--- config.mk ---
export PLATFORM = sky130hd
export DESIGN_NAME = fsp_device_flat
export DESIGN_NICKNAME = d
export VERILOG_FILES = /design/src/fsp_pkg.sv /design/src/fsp_if.sv /design/src/fsp_device.sv /design/src/flat_wrapper.sv
export SDC_FILE = /design/constraint.sdc
export NUM_CORES = 1
export LEC_CHECK = 0
export BUFFER_PORTS_ARGS = -buffer_cell sky130_fd_sc_hd__buf_2
export CAP_MARGIN = 15
export CORE_ASPECT_RATIO = 2
export CORE_MARGIN = 8
export CORE_UTILIZATION = 42
export DETAILED_ROUTE_END_ITERATION = 6
export PLACE_DENSITY = 0.59
export SLEW_MARGIN = 20
export SYNTH_ARGS = -nofsm -noshare
export SYNTH_HDL_FRONTEND = slang
export SYNTH_SLANG_ARGS = --single-unit
--- constraint.sdc ---
create_clock -name core_clk -period 6.2 [get_ports core_clk]
set_input_delay 1.24 -clock core_clk [delete_from_list [all_inputs] [get_ports core_clk]]
set_output_delay 1.24 -clock core_clk [all_outputs]
set_load 0.05 [all_outputs]
--- src/fsp_pkg.sv ---
// Shared constants and types of the flash self-programming controller and its CPU-side end
package fsp_pkg;

  // ****************************************************************
  // Timing
  // ****************************************************************
  localparam int unsigned CLK_PERIOD_NS = 10;
  localparam int unsigned PROG_MIN_NS   = 3_700_000;        // Shortest erase or write time
  localparam int unsigned PROG_MAX_NS   = 4_500_000;        // Longest erase or write time
  // Least time, so round up to whole cycles
  localparam int unsigned PROG_CYCLES   = (PROG_MIN_NS + CLK_PERIOD_NS - 1) / CLK_PERIOD_NS;
  localparam int unsigned PROG_CNT_W    = 19;
  localparam logic [2:0]  ARM_SPM       = 3'h4;             // Cycles an armed command waits for a store
  localparam logic [2:0]  ARM_LPM_MIN   = 3'h2;             // Count still open for a special load

  // ****************************************************************
  // Flash geometry and pointer fields
  // ****************************************************************
  localparam int unsigned WORDS      = 8;
  localparam int unsigned PAGES      = 4;
  localparam int unsigned WORD_W     = 3;
  localparam int unsigned PAGE_W     = 2;
  localparam int unsigned WORD_LSB   = 1;                   // Word field sits above the byte bit
  localparam int unsigned PAGE_LSB   = 4;
  localparam int unsigned BYTE_BIT   = 0;
  localparam logic [15:0] ERASED     = 16'hFFFF;

  // ****************************************************************
  // Control register commands, lower six bits
  // ****************************************************************
  localparam logic [5:0] CMD_LOAD  = 6'h01;
  localparam logic [5:0] CMD_ERASE = 6'h03;
  localparam logic [5:0] CMD_WRITE = 6'h05;
  localparam logic [5:0] CMD_FUSE  = 6'h09;
  localparam logic [5:0] CMD_CLEAR = 6'h11;
  localparam logic [5:0] CMD_SIG   = 6'h21;
  localparam logic [7:0] CSR_RESET = 8'h00;

  // ****************************************************************
  // CPU-side register map (APB byte addresses)
  // ****************************************************************
  localparam logic [7:0] ADDR_CTRL   = 8'h00;
  localparam logic [7:0] ADDR_ZPTR   = 8'h04;
  localparam logic [7:0] ADDR_DATA   = 8'h08;
  localparam logic [7:0] ADDR_ACTION = 8'h0C;
  localparam logic [7:0] ADDR_STATUS = 8'h10;
  localparam int unsigned ACT_SPM    = 0;
  localparam int unsigned ACT_LPM    = 1;
  localparam int unsigned ACT_EEWR   = 2;
  localparam int unsigned STAT_VALID = 8;

  typedef enum logic [1:0] {
    OP_IDLE  = 2'b00,
    OP_ERASE = 2'b01,
    OP_WRITE = 2'b10
  } fsp_op_e;

endpackage : fsp_pkg

--- src/fsp_if.sv ---
// Link between the CPU-side end and the flash self-programming controller
interface fsp_if;
  logic        csrWrEn;       // One-cycle control register write
  logic [7:0]  csrWrData;
  logic [7:0]  csrRdData;     // Control register as read back
  logic        spmStrobe;     // One-cycle store-program instruction
  logic        lpmStrobe;     // One-cycle load-program instruction
  logic        eeWrite;       // One-cycle EEPROM write event
  logic [15:0] zPtr;
  logic [15:0] dataPair;
  logic [7:0]  lpmData;
  logic        lpmValid;      // One-cycle load answer
  logic        cpuHalt;

  modport dev (
    input  csrWrEn, csrWrData, spmStrobe, lpmStrobe, eeWrite, zPtr, dataPair,
    output csrRdData, lpmData, lpmValid, cpuHalt
  );
  modport cpu (
    output csrWrEn, csrWrData, spmStrobe, lpmStrobe, eeWrite, zPtr, dataPair,
    input  csrRdData, lpmData, lpmValid, cpuHalt
  );
endinterface : fsp_if

--- src/fsp_device.sv ---
// Flash self-programming controller: page buffer, erase, write and special reads
module fsp_device #(
  parameter int unsigned PROG_CYCLES = fsp_pkg::PROG_CYCLES
) (
  input  wire logic                 core_clk,
  input  wire logic                 rst_n,
  fsp_if.dev                        link,
  input  wire logic [47:0]          sigRow,
  input  wire logic [23:0]          fuseBits,
  input  wire logic [7:0]           lockBits,
  output logic [fsp_pkg::PAGES-1:0] pageProgrammed
);

  // ****************************************************************
  // State
  // ****************************************************************
  typedef struct packed {
    logic [5:0]                                      ctl;
    logic [2:0]                                      arm;
    fsp_pkg::fsp_op_e                                op;
    logic [fsp_pkg::PAGE_W-1:0]                      page;
    logic [fsp_pkg::PROG_CNT_W-1:0]                  cnt;
    logic                                            halt;
    logic [7:0]                                      csrRd;
    logic [7:0]                                      lpmData;
    logic                                            lpmValid;
    logic [fsp_pkg::PAGES-1:0]                       done;
    logic [fsp_pkg::WORDS-1:0][15:0]                 pageBuf;
    logic [fsp_pkg::PAGES*fsp_pkg::WORDS-1:0][15:0]  flash;
  } fsp_dev_st_s;

  fsp_dev_st_s q;
  fsp_dev_st_s d;

  localparam logic [fsp_pkg::PROG_CNT_W-1:0] PROG_LAST = fsp_pkg::PROG_CNT_W'(PROG_CYCLES - 1);

  // Only the six documented patterns count as commands
  function automatic logic cmdOk(input logic [5:0] v);
    return (v == fsp_pkg::CMD_LOAD) || (v == fsp_pkg::CMD_ERASE) || (v == fsp_pkg::CMD_WRITE) ||
           (v == fsp_pkg::CMD_FUSE) || (v == fsp_pkg::CMD_CLEAR) || (v == fsp_pkg::CMD_SIG);
  endfunction : cmdOk

  // Byte picker shared by the signature and fuse reads
  function automatic logic [7:0] pickByte(input logic [63:0] v, input logic [2:0] idx);
    return v[{idx, 3'h0} +: 8];
  endfunction : pickByte

  logic [fsp_pkg::WORD_W-1:0] zWord;
  logic [fsp_pkg::PAGE_W-1:0] zPage;
  logic                       zByte;
  logic                       armed;

  // Pointer fields; bits outside them are never looked at
  assign zWord = link.zPtr[fsp_pkg::WORD_LSB +: fsp_pkg::WORD_W];
  assign zPage = link.zPtr[fsp_pkg::PAGE_LSB +: fsp_pkg::PAGE_W];
  assign zByte = link.zPtr[fsp_pkg::BYTE_BIT];
  assign armed = (q.arm != 3'h0) && (q.op == fsp_pkg::OP_IDLE);

  // ****************************************************************
  // Next state
  // ****************************************************************
  always_comb begin
    logic [15:0] word;
    word = 16'h0000;
    d = q;
    d.lpmValid = 1'b0;

    // Arming window; a command not used in time drops all its bits
    if (armed) begin
      d.arm = q.arm - 3'h1;
      if (q.arm == 3'h1) begin
        d.ctl = 6'h00;
      end
    end

    // Control writes: refused while an operation runs
    if (link.csrWrEn && (q.op == fsp_pkg::OP_IDLE) && cmdOk(link.csrWrData[5:0])) begin
      d.ctl = link.csrWrData[5:0];
      d.arm = fsp_pkg::ARM_SPM;
      if (link.csrWrData[5:0] == fsp_pkg::CMD_CLEAR) begin
        d.pageBuf = '{default: fsp_pkg::ERASED};
      end
    end

    // Store instruction inside the window
    if (link.spmStrobe && armed) begin
      unique case (q.ctl)
        fsp_pkg::CMD_LOAD: begin
          d.pageBuf[zWord] = link.dataPair;
          d.ctl = 6'h00;
          d.arm = 3'h0;
        end
        fsp_pkg::CMD_ERASE: begin
          d.op   = fsp_pkg::OP_ERASE;
          d.page = zPage;
          d.cnt  = '0;
          d.halt = 1'b1;
          d.arm  = 3'h0;
        end
        fsp_pkg::CMD_WRITE: begin
          d.op   = fsp_pkg::OP_WRITE;
          d.page = zPage;
          d.cnt  = '0;
          d.halt = 1'b1;
          d.arm  = 3'h0;
        end
        fsp_pkg::CMD_CLEAR: begin
          d.ctl = 6'h00;
          d.arm = 3'h0;
        end
        default: begin
          d.ctl = q.ctl;
        end
      endcase
    end

    // Running operation: enable bit and command bit stay until the end
    if (q.op != fsp_pkg::OP_IDLE) begin
      d.cnt = q.cnt + fsp_pkg::PROG_CNT_W'(1);
      if (q.cnt == PROG_LAST) begin
        for (int i = 0; i < fsp_pkg::WORDS; i++) begin
          if (q.op == fsp_pkg::OP_WRITE) begin
            d.flash[{q.page, fsp_pkg::WORD_W'(i)}] = q.pageBuf[i];
          end else begin
            d.flash[{q.page, fsp_pkg::WORD_W'(i)}] = fsp_pkg::ERASED;
          end
        end
        if (q.op == fsp_pkg::OP_WRITE) begin
          d.pageBuf = '{default: fsp_pkg::ERASED};
          d.done[q.page] = 1'b1;
        end else begin
          d.done[q.page] = 1'b0;
        end
        d.op   = fsp_pkg::OP_IDLE;
        d.halt = 1'b0;
        d.ctl  = 6'h00;
        d.cnt  = '0;
      end
    end

    // Load instruction: special reads only in the first three cycles
    if (link.lpmStrobe && (q.op == fsp_pkg::OP_IDLE)) begin
      d.lpmValid = 1'b1;
      if (armed && (q.arm >= fsp_pkg::ARM_LPM_MIN) && (q.ctl == fsp_pkg::CMD_SIG)) begin
        d.lpmData = pickByte({16'h0000, sigRow}, link.zPtr[2:0]);
        d.ctl = 6'h00;
        d.arm = 3'h0;
      end else if (armed && (q.arm >= fsp_pkg::ARM_LPM_MIN) && (q.ctl == fsp_pkg::CMD_FUSE)) begin
        // Order in the pointer: low fuse, lock, extended fuse, high fuse
        d.lpmData = pickByte({32'h0000_0000, fuseBits[15:8], fuseBits[23:16], lockBits, fuseBits[7:0]},
                             {1'b0, link.zPtr[1:0]});
        d.ctl = 6'h00;
        d.arm = 3'h0;
      end else begin
        word = q.flash[{zPage, zWord}];
        d.lpmData = zByte ? word[15:8] : word[7:0];
      end
    end

    // An EEPROM write in the middle of loading loses the buffer
    if (link.eeWrite) begin
      d.pageBuf = '{default: fsp_pkg::ERASED};
    end

    // Read-back image; the top two bits are hard zero
    d.csrRd = {2'b00, d.ctl};
  end

  // ****************************************************************
  // Registers
  // ****************************************************************
  // Reset also empties the page buffer; the flash image starts erased
  always_ff @(posedge core_clk or negedge rst_n) begin
    if (!rst_n) begin
      q.ctl      <= 6'h00;
      q.arm      <= 3'h0;
      q.op       <= fsp_pkg::OP_IDLE;
      q.page     <= '0;
      q.cnt      <= '0;
      q.halt     <= 1'b0;
      q.csrRd    <= fsp_pkg::CSR_RESET;
      q.lpmData  <= 8'h00;
      q.lpmValid <= 1'b0;
      q.done     <= '0;
      q.pageBuf  <= '{default: fsp_pkg::ERASED};
      q.flash    <= '{default: fsp_pkg::ERASED};
    end else begin
      q <= d;
    end
  end

  // ****************************************************************
  // Outputs
  // ****************************************************************
  // All straight from flops so the CPU end sees clean levels
  assign link.csrRdData = q.csrRd;
  assign link.lpmData   = q.lpmData;
  assign link.lpmValid  = q.lpmValid;
  assign link.cpuHalt   = q.halt;
  assign pageProgrammed = q.done;

endmodule : fsp_device

--- src/flat_wrapper.sv ---
// flat-port wrapper written by rule: the top's interface ports become plain ports
module fsp_device_flat 
#(
  parameter int unsigned PROG_CYCLES = fsp_pkg::PROG_CYCLES
)
  (core_clk, rst_n, sigRow, fuseBits, lockBits, pageProgrammed, link_csrWrEn, link_csrWrData, link_spmStrobe, link_lpmStrobe, link_eeWrite, link_zPtr, link_dataPair, link_csrRdData, link_lpmData, link_lpmValid, link_cpuHalt);
  fsp_if link_i ();
  input  wire logic core_clk;
  input  wire logic rst_n;
  input  wire logic [47:0] sigRow;
  input  wire logic [23:0] fuseBits;
  input  wire logic [7:0] lockBits;
  output logic [fsp_pkg::PAGES-1:0] pageProgrammed;
  input wire logic [$bits(link_i.csrWrEn)-1:0] link_csrWrEn;
  input wire logic [$bits(link_i.csrWrData)-1:0] link_csrWrData;
  input wire logic [$bits(link_i.spmStrobe)-1:0] link_spmStrobe;
  input wire logic [$bits(link_i.lpmStrobe)-1:0] link_lpmStrobe;
  input wire logic [$bits(link_i.eeWrite)-1:0] link_eeWrite;
  input wire logic [$bits(link_i.zPtr)-1:0] link_zPtr;
  input wire logic [$bits(link_i.dataPair)-1:0] link_dataPair;
  output wire logic [$bits(link_i.csrRdData)-1:0] link_csrRdData;
  output wire logic [$bits(link_i.lpmData)-1:0] link_lpmData;
  output wire logic [$bits(link_i.lpmValid)-1:0] link_lpmValid;
  output wire logic [$bits(link_i.cpuHalt)-1:0] link_cpuHalt;
  assign link_i.csrWrEn = link_csrWrEn;
  assign link_i.csrWrData = link_csrWrData;
  assign link_i.spmStrobe = link_spmStrobe;
  assign link_i.lpmStrobe = link_lpmStrobe;
  assign link_i.eeWrite = link_eeWrite;
  assign link_i.zPtr = link_zPtr;
  assign link_i.dataPair = link_dataPair;
  assign link_csrRdData = link_i.csrRdData;
  assign link_lpmData = link_i.lpmData;
  assign link_lpmValid = link_i.lpmValid;
  assign link_cpuHalt = link_i.cpuHalt;
  fsp_device #(.PROG_CYCLES(PROG_CYCLES)) u_core (.core_clk(core_clk), .rst_n(rst_n), .link(link_i), .sigRow(sigRow), .fuseBits(fuseBits), .lockBits(lockBits), .pageProgrammed(pageProgrammed));
endmodule
==> results_dict.tcl, run 1 <==
set metrics [dict create \
    cts_tree "built" \
    ys_ff_latch 686 \
    htreeDepth 2 \
    drive_above_1_share 0.2967 \
    crit_path_start_kind "input port" \
    yosysTopAreaCellShare 0.5024 \
    reg2reg_depth 7 \
    netlist_area_sq_um 33470 \
    setup_viol 0 \
    p_leak_nw 13.79 \
    crit_end "u_core.link.lpmData[0]" \
    reg2reg_from "u_core.q[671]" \
    cts_buffers 61 \
    worst-path-max-fanout 51 \
    port_buffers 133 \
    placed_cell_area_sq_um 34720 \
    timing_hold_violations_final 0 \
    num_rows 146 \
    nets 3800 \
    ys.flop_type "dfstp_2" \
    finalPower_mw 10.07 \
    design.die.area_sq_um 89540 \
    die_w_um 215.6 \
    ys.warnings.count 0 \
    grt.total_usage 0.2573 \
    period_minus_slack_ns 4.014 \
    fin_cells 4756 \
    synth_edf_count 0 \
    tightestPinTransition_ns 1.189 \
    ys_top_cells_by_area "dfstp_2 50%, nor2_1 17%, nor3_1 3.9%" \
    hold-worst-slack_ns 0.4818 \
    dp.cells 4643 \
    grt_pass1_wl_um 176400 \
    gp_congestion 0.8252 \
    first_iter_violations 2217 \
    fmax_mhz 249.2 \
    clockBufferDepth 3 \
    period_share 0.6474 \
    drc_errors 0 \
    syn_avg_cell_area_sq_um 9.020 \
    crit_path_end_kind "register" \
    synthCells 3711 \
    antenna_left 0 \
    cts_hold_buf 0 \
    fin_tns_setup_ns 0 \
    cp.arrival_ns 4.50 \
    reg2reg_slack_ns 2.43 \
    drt_wl_total_um 118100 \
    maxSlewHeadroom 0.2077 \
    antenna_found_initial 9 \
    power_density_nw_per_um2 273.9 \
    dp_slack_ns 1.673 \
    gr-total-overflow 0 \
    ctsResizeCount 0 \
    grt_max_degree 155 \
    grt_pass1_vias 27656 \
    die_h_um 415.2 \
    clk_pin_slew_ns 0.07 \
    finClkSkew_ns 0.02204 \
    post_cts_buffers 0 \
    worstSetupPathType "input port to register" \
    grt_setup_unrepaired "no" \
    coreArea_sq_um 79100 \
    hold_class "register to register" \
    syn_to_final_growth_pct 9.831 \
    first_pass_iters 5 \
    setup_ws_ns 2.186 \
    yosys.area.top_type "dfstp_2" \
    required_ns 6.69 \
    start_util 0.4232 \
    clock-sinks 686 \
    via_per_inst 5.746 \
    pin_count 148 \
    route.vias.total 27329 \
    crit_start "link_zPtr[3]" \
    place_hpwl_um 71470 \
    cts_root_buffer "clkbuf_16" \
    final_cell_area_sq_um 36760 \
    clkLatencyLatePin_ns 0.63 \
    ys_seq_area_frac 0.5368 \
    max_cap_violations 0 \
    netlist-cell-type-count 78 \
    peakVddDrop_v 0.0002139 \
    status "complete, no violations" \
    synth-async-reset-ratio 1.000 \
    drt-wirelength-per-cell_um 24.84 \
    nFillCells 7683 \
    drv_slew 0 \
    utilization 0.4648 \
]
[worst min path at each step]
stage	slack, ns	to	depth (start not counted)
2_1_floorplan	0.46	u_core.q[680]	1
3_3_place_gp	0.47	register	2
3_5_place_dp	0.47	register	2
4_1_cts	0.48	register	2
5_1_grt	0.50	register	2
6_report	0.48	register	2
[critical path, stage by stage]
cell and delay [ns]:
buf_4 0.68, inv_1 0.69, buf_4 0.46, a221oi_1 0.38, o211ai_1 0.13, o211a_1 0.15
a211oi_1 0.53, o31ai_1 0.11
[kinds of logic after synthesis]
group                    Yosys count  share of synthesized area
AO/OA/AOI/OAI                    505                    0.09577
XOR/XNOR                           4                   0.001047
adder cells (fa/ha/maj)            5                   0.001794
buffers and inverters            326                    0.04714
flip-flops                       686                     0.5368
multiplexers                     191                    0.07494
other                              1                  0.0001120
AND/OR/NAND/NOR                 1993                     0.2424
[routing by layer]
layer  global-route usage  share of wire
met1               0.2937           0.38
met2               0.4496           0.50
met3              0.04113          0.060
met4               0.1501          0.064
met5                    0        0.00042
[synth_stat cells (all sizes together), types with 3 or more instances]
cell,number
o221ai,12
nand3,17
o31ai,11
a211oi,10
o211a,3
nand2,77
and2,12
nand2b,9
a21oi,72
o22a,3
a221oi,39
o2111ai,4
a221o,4
mux2,77
clkbuf,186
o2bb2ai,21
or4,3
o41ai,3
nor2,1552
o21ai,217
or2,4
o211ai,17
o22ai,5
and3,11
a22oi,44
dfstp,640
o21a,3
a31oi,14
ha,4
buf,127
nor3,263
inv,13
dfrtp,46
mux2i,74
nand4,6
nor3b,8
mux4,40
nor2b,19
[cell usage in the layout, fill, tap and decap left out, types with 21 or more instances in the layout]
master and count:
o21ai_1 23, o21ai_0 193, mux4_2 40, a221oi_1 39, o2bb2ai_1 21, clkbuf_16 62
nor2_1 1550, nor3_1 257, buf_4 70, dfstp_2 640, dfrtp_1 46, a22oi_1 44
buf_2 129, a21oi_1 72, mux2i_1 74, nand2_1 73, mux2_2 77
[power by group]
part	leakage (nW)	switching, mW	internal (mW)
registers	7.23	0.131	4.60
logic	5.54	1.02	0.338
clock network	1.02	1.77	2.21
[layout make-up]
type | count | area [sq um] | area share
Sequential cell | 686 | 17970 | 0.4887
Multi-Input combinational cell | 2700 | 14060 | 0.3826
Clock buffer | 89 | 1793 | 0.04877
Timing Repair Buffer | 208 | 1341 | 0.03648
Tap cell | 1036 | 1296 | 0.03526
Clock inverter | 22 | 247.7 | 0.006739
Inverter | 13 | 48.80 | 0.001327
Antenna cell | 2 | 5.005 | 0.0001361
No activity file was read; power rests on OpenSTA's default activity.
==> inputs of run 2 (changes only) <==
--- a/config.mk
+++ b/config.mk
@@ -11,7 +11,7 @@
 export CORE_MARGIN = 8
 export CORE_UTILIZATION = 42
 export DETAILED_ROUTE_END_ITERATION = 6
-export PLACE_DENSITY = 0.59
+export PLACE_DENSITY = 0.61
 export SLEW_MARGIN = 20
 export SYNTH_ARGS = -nofsm -noshare
 export SYNTH_HDL_FRONTEND = slang
==> constraint.sdc (replaced) <==
create_clock -name core_clk -period 3.6 [get_ports core_clk]
set_input_delay 0.72 -clock core_clk [delete_from_list [all_inputs] [get_ports core_clk]]
set_output_delay 0.72 -clock core_clk [all_outputs]
set_load 0.05 [all_outputs]
==> results_dict.tcl, run 2 (same netlist as run 1, synthesis figures left out) <==
set metrics [dict create \
    finClkSkew_ns 0.02110 \
    die_h_um 415.2 \
    setup_viol 0 \
    hold_class "input port to register" \
    design.die.area_sq_um 89540 \
    fin_cells 4848 \
    grt_max_degree 123 \
    p_clk_frac 0.383 \
    start_util 0.4232 \
    first_iter_violations 2509 \
    peakVddDrop_v 0.0004483 \
    grt_pass1_vias 28043 \
    drt_wl_total_um 119200 \
    hold_path_depth 3 \
    crit_path_start_kind "register" \
    switching_share 0.2934 \
    tightestPinTransition_ns 1.230 \
    drt-wirelength-per-cell_um 24.59 \
    comb_power_share 0.146 \
    finalPower_mw 17.27 \
    coreArea_sq_um 79100 \
    clock-sinks 686 \
    place_hpwl_um 77110 \
    required_ns 4.18 \
    pin_count 148 \
    cts_buffers 61 \
    cts_hold_buf 0 \
    worst-path-max-fanout 4 \
    clockBufferDepth 3 \
    seq_power_share 0.471 \
    final_cell_mix "1549 x nor2_1, 640 x dfstp_2, 257 x nor3_1" \
    cts_root_buffer "clkbuf_16" \
    die_w_um 215.6 \
    antenna_left 0 \
    cts_tree "built" \
    layout_commonest_cell "nor2_1" \
    dp.cells 4737 \
    route.vias.total 27739 \
    port_buffers 133 \
    syn_to_final_growth_pct 12.74 \
    post_cts_buffers 0 \
    placed_cell_area_sq_um 35770 \
    antenna_found_initial 14 \
    period_share 0.8473 \
    drive_above_1_share 0.3109 \
    crit_path_end_kind "register" \
    grt_pass1_wl_um 179700 \
    reg2reg_depth 8 \
    first_pass_iters 6 \
    gr-total-overflow 0 \
    htreeDepth 2 \
    grt_setup_unrepaired "no" \
    ctsResizeCount 0 \
    status "complete, no violations" \
    grt.total_usage 0.2608 \
    fin_tns_setup_ns 0 \
    grtUsageMet2 0.4500 \
    maxSlewHeadroom 0.1784 \
    clkLatencyLatePin_ns 0.65 \
    worstSetupPathType "register to register" \
    cp.arrival_ns 3.63 \
    via_per_inst 5.722 \
    gp_congestion 0.8741 \
    gr-usage-met3 0.04441 \
    max_cap_violations 0 \
    p_sw_mw 5.066 \
    grt.busiest_layer "met2" \
    final_cell_area_sq_um 37740 \
    nets 3894 \
    p_leak_nw 14.34 \
    timing_hold_violations_final 0 \
    drc_errors 0 \
    grt_util_met1 0.2977 \
    fmax_mhz 327.9 \
    num_rows 146 \
    p_int_mw 12.20 \
    period_minus_slack_ns 3.050 \
    power_density_nw_per_um2 457.6 \
    clk_pin_slew_ns 0.07 \
    drv_slew 0 \
]
-- run 2: changes by cell type in the layout (fill, tap and decap cells not counted), moves of 3 or more --
cell	before	now
buf_4	70	134
buf_12	7	36
bufinv_16	5	2
nor2b_1	15	18
nor2b_2	4	1
-- run 2: cell type report --
class                           instances  area, sq um
Fill cell                            7500        41360
Sequential cell                       686        17970
Multi-Input combinational cell       2700        14030
Timing Repair Buffer                  302         2430
Clock buffer                           89         1783
Tap cell                             1036         1296
Clock inverter                         21        180.2
Inverter                               13        48.80
Antenna cell                            1        2.502
-- run 2: worst max-delay path, stage by stage, from the launching register on --
cell and delay, ns:
dfrtp_1 0.39, inv_1 0.10, ha_1 0.22, nor2b_1 0.12
o2111a_1 0.26, nor2b_1 0.93, and3_1 0.59, o311ai_0 0.27
nand2_1 0.10
-- run 2: metal layers --
metal | wire, um | vias to the layer above
met5 | 67 | -
met4 | 8386 | 10
met3 | 7393 | 373
met2 | 59110 | 1071
met1 | 44250 | 13810
li1 | - | 12475
-- run 2: power groups by stage --
stage / Sequential [mW] / Combinational [mW] / Clock [mW]
3_5_place_dp: 8.24 / 2.51 / 0
6_report: 8.14 / 2.52 / 6.61
3_3_place_gp: 8.24 / 2.47 / 0
2_1_floorplan: 8.19 / 1.46 / 0
5_1_grt: 8.16 / 2.66 / 7.02
4_1_cts: 8.13 / 2.52 / 6.75
-- run 2: through the flow --
step	worst slack, ns	utilization	hold WS [ns]
2_1_floorplan	0.9030	-	0.4244
3_3_place_gp	0.3903	0.4518	0.4695
3_5_place_dp	0.3429	0.4522	0.4735
4_1_cts	0.6002	0.4770	0.3564
5_1_grt	0.4940	0.4771	0.3915
6_report	0.5499	0.4771	0.3774
-- run 2: final timing paths --
check	slack [ns]	from	endpoint
min in group asynchronous	0.43	rst_n	asynchronous set/reset pin
setup / recovery	0.55	u_core.q[686]	u_core.link.lpmData[2]
hold / removal	0.38	link_csrWrData[3]	u_core.link.csrRdData[3]
hold reg to reg	0.48	register	register
setup reg to reg	0.55	u_core.q[686]	u_core.link.lpmData[2]
max in group asynchronous	2.57	rst_n	asynchronous set/reset pin
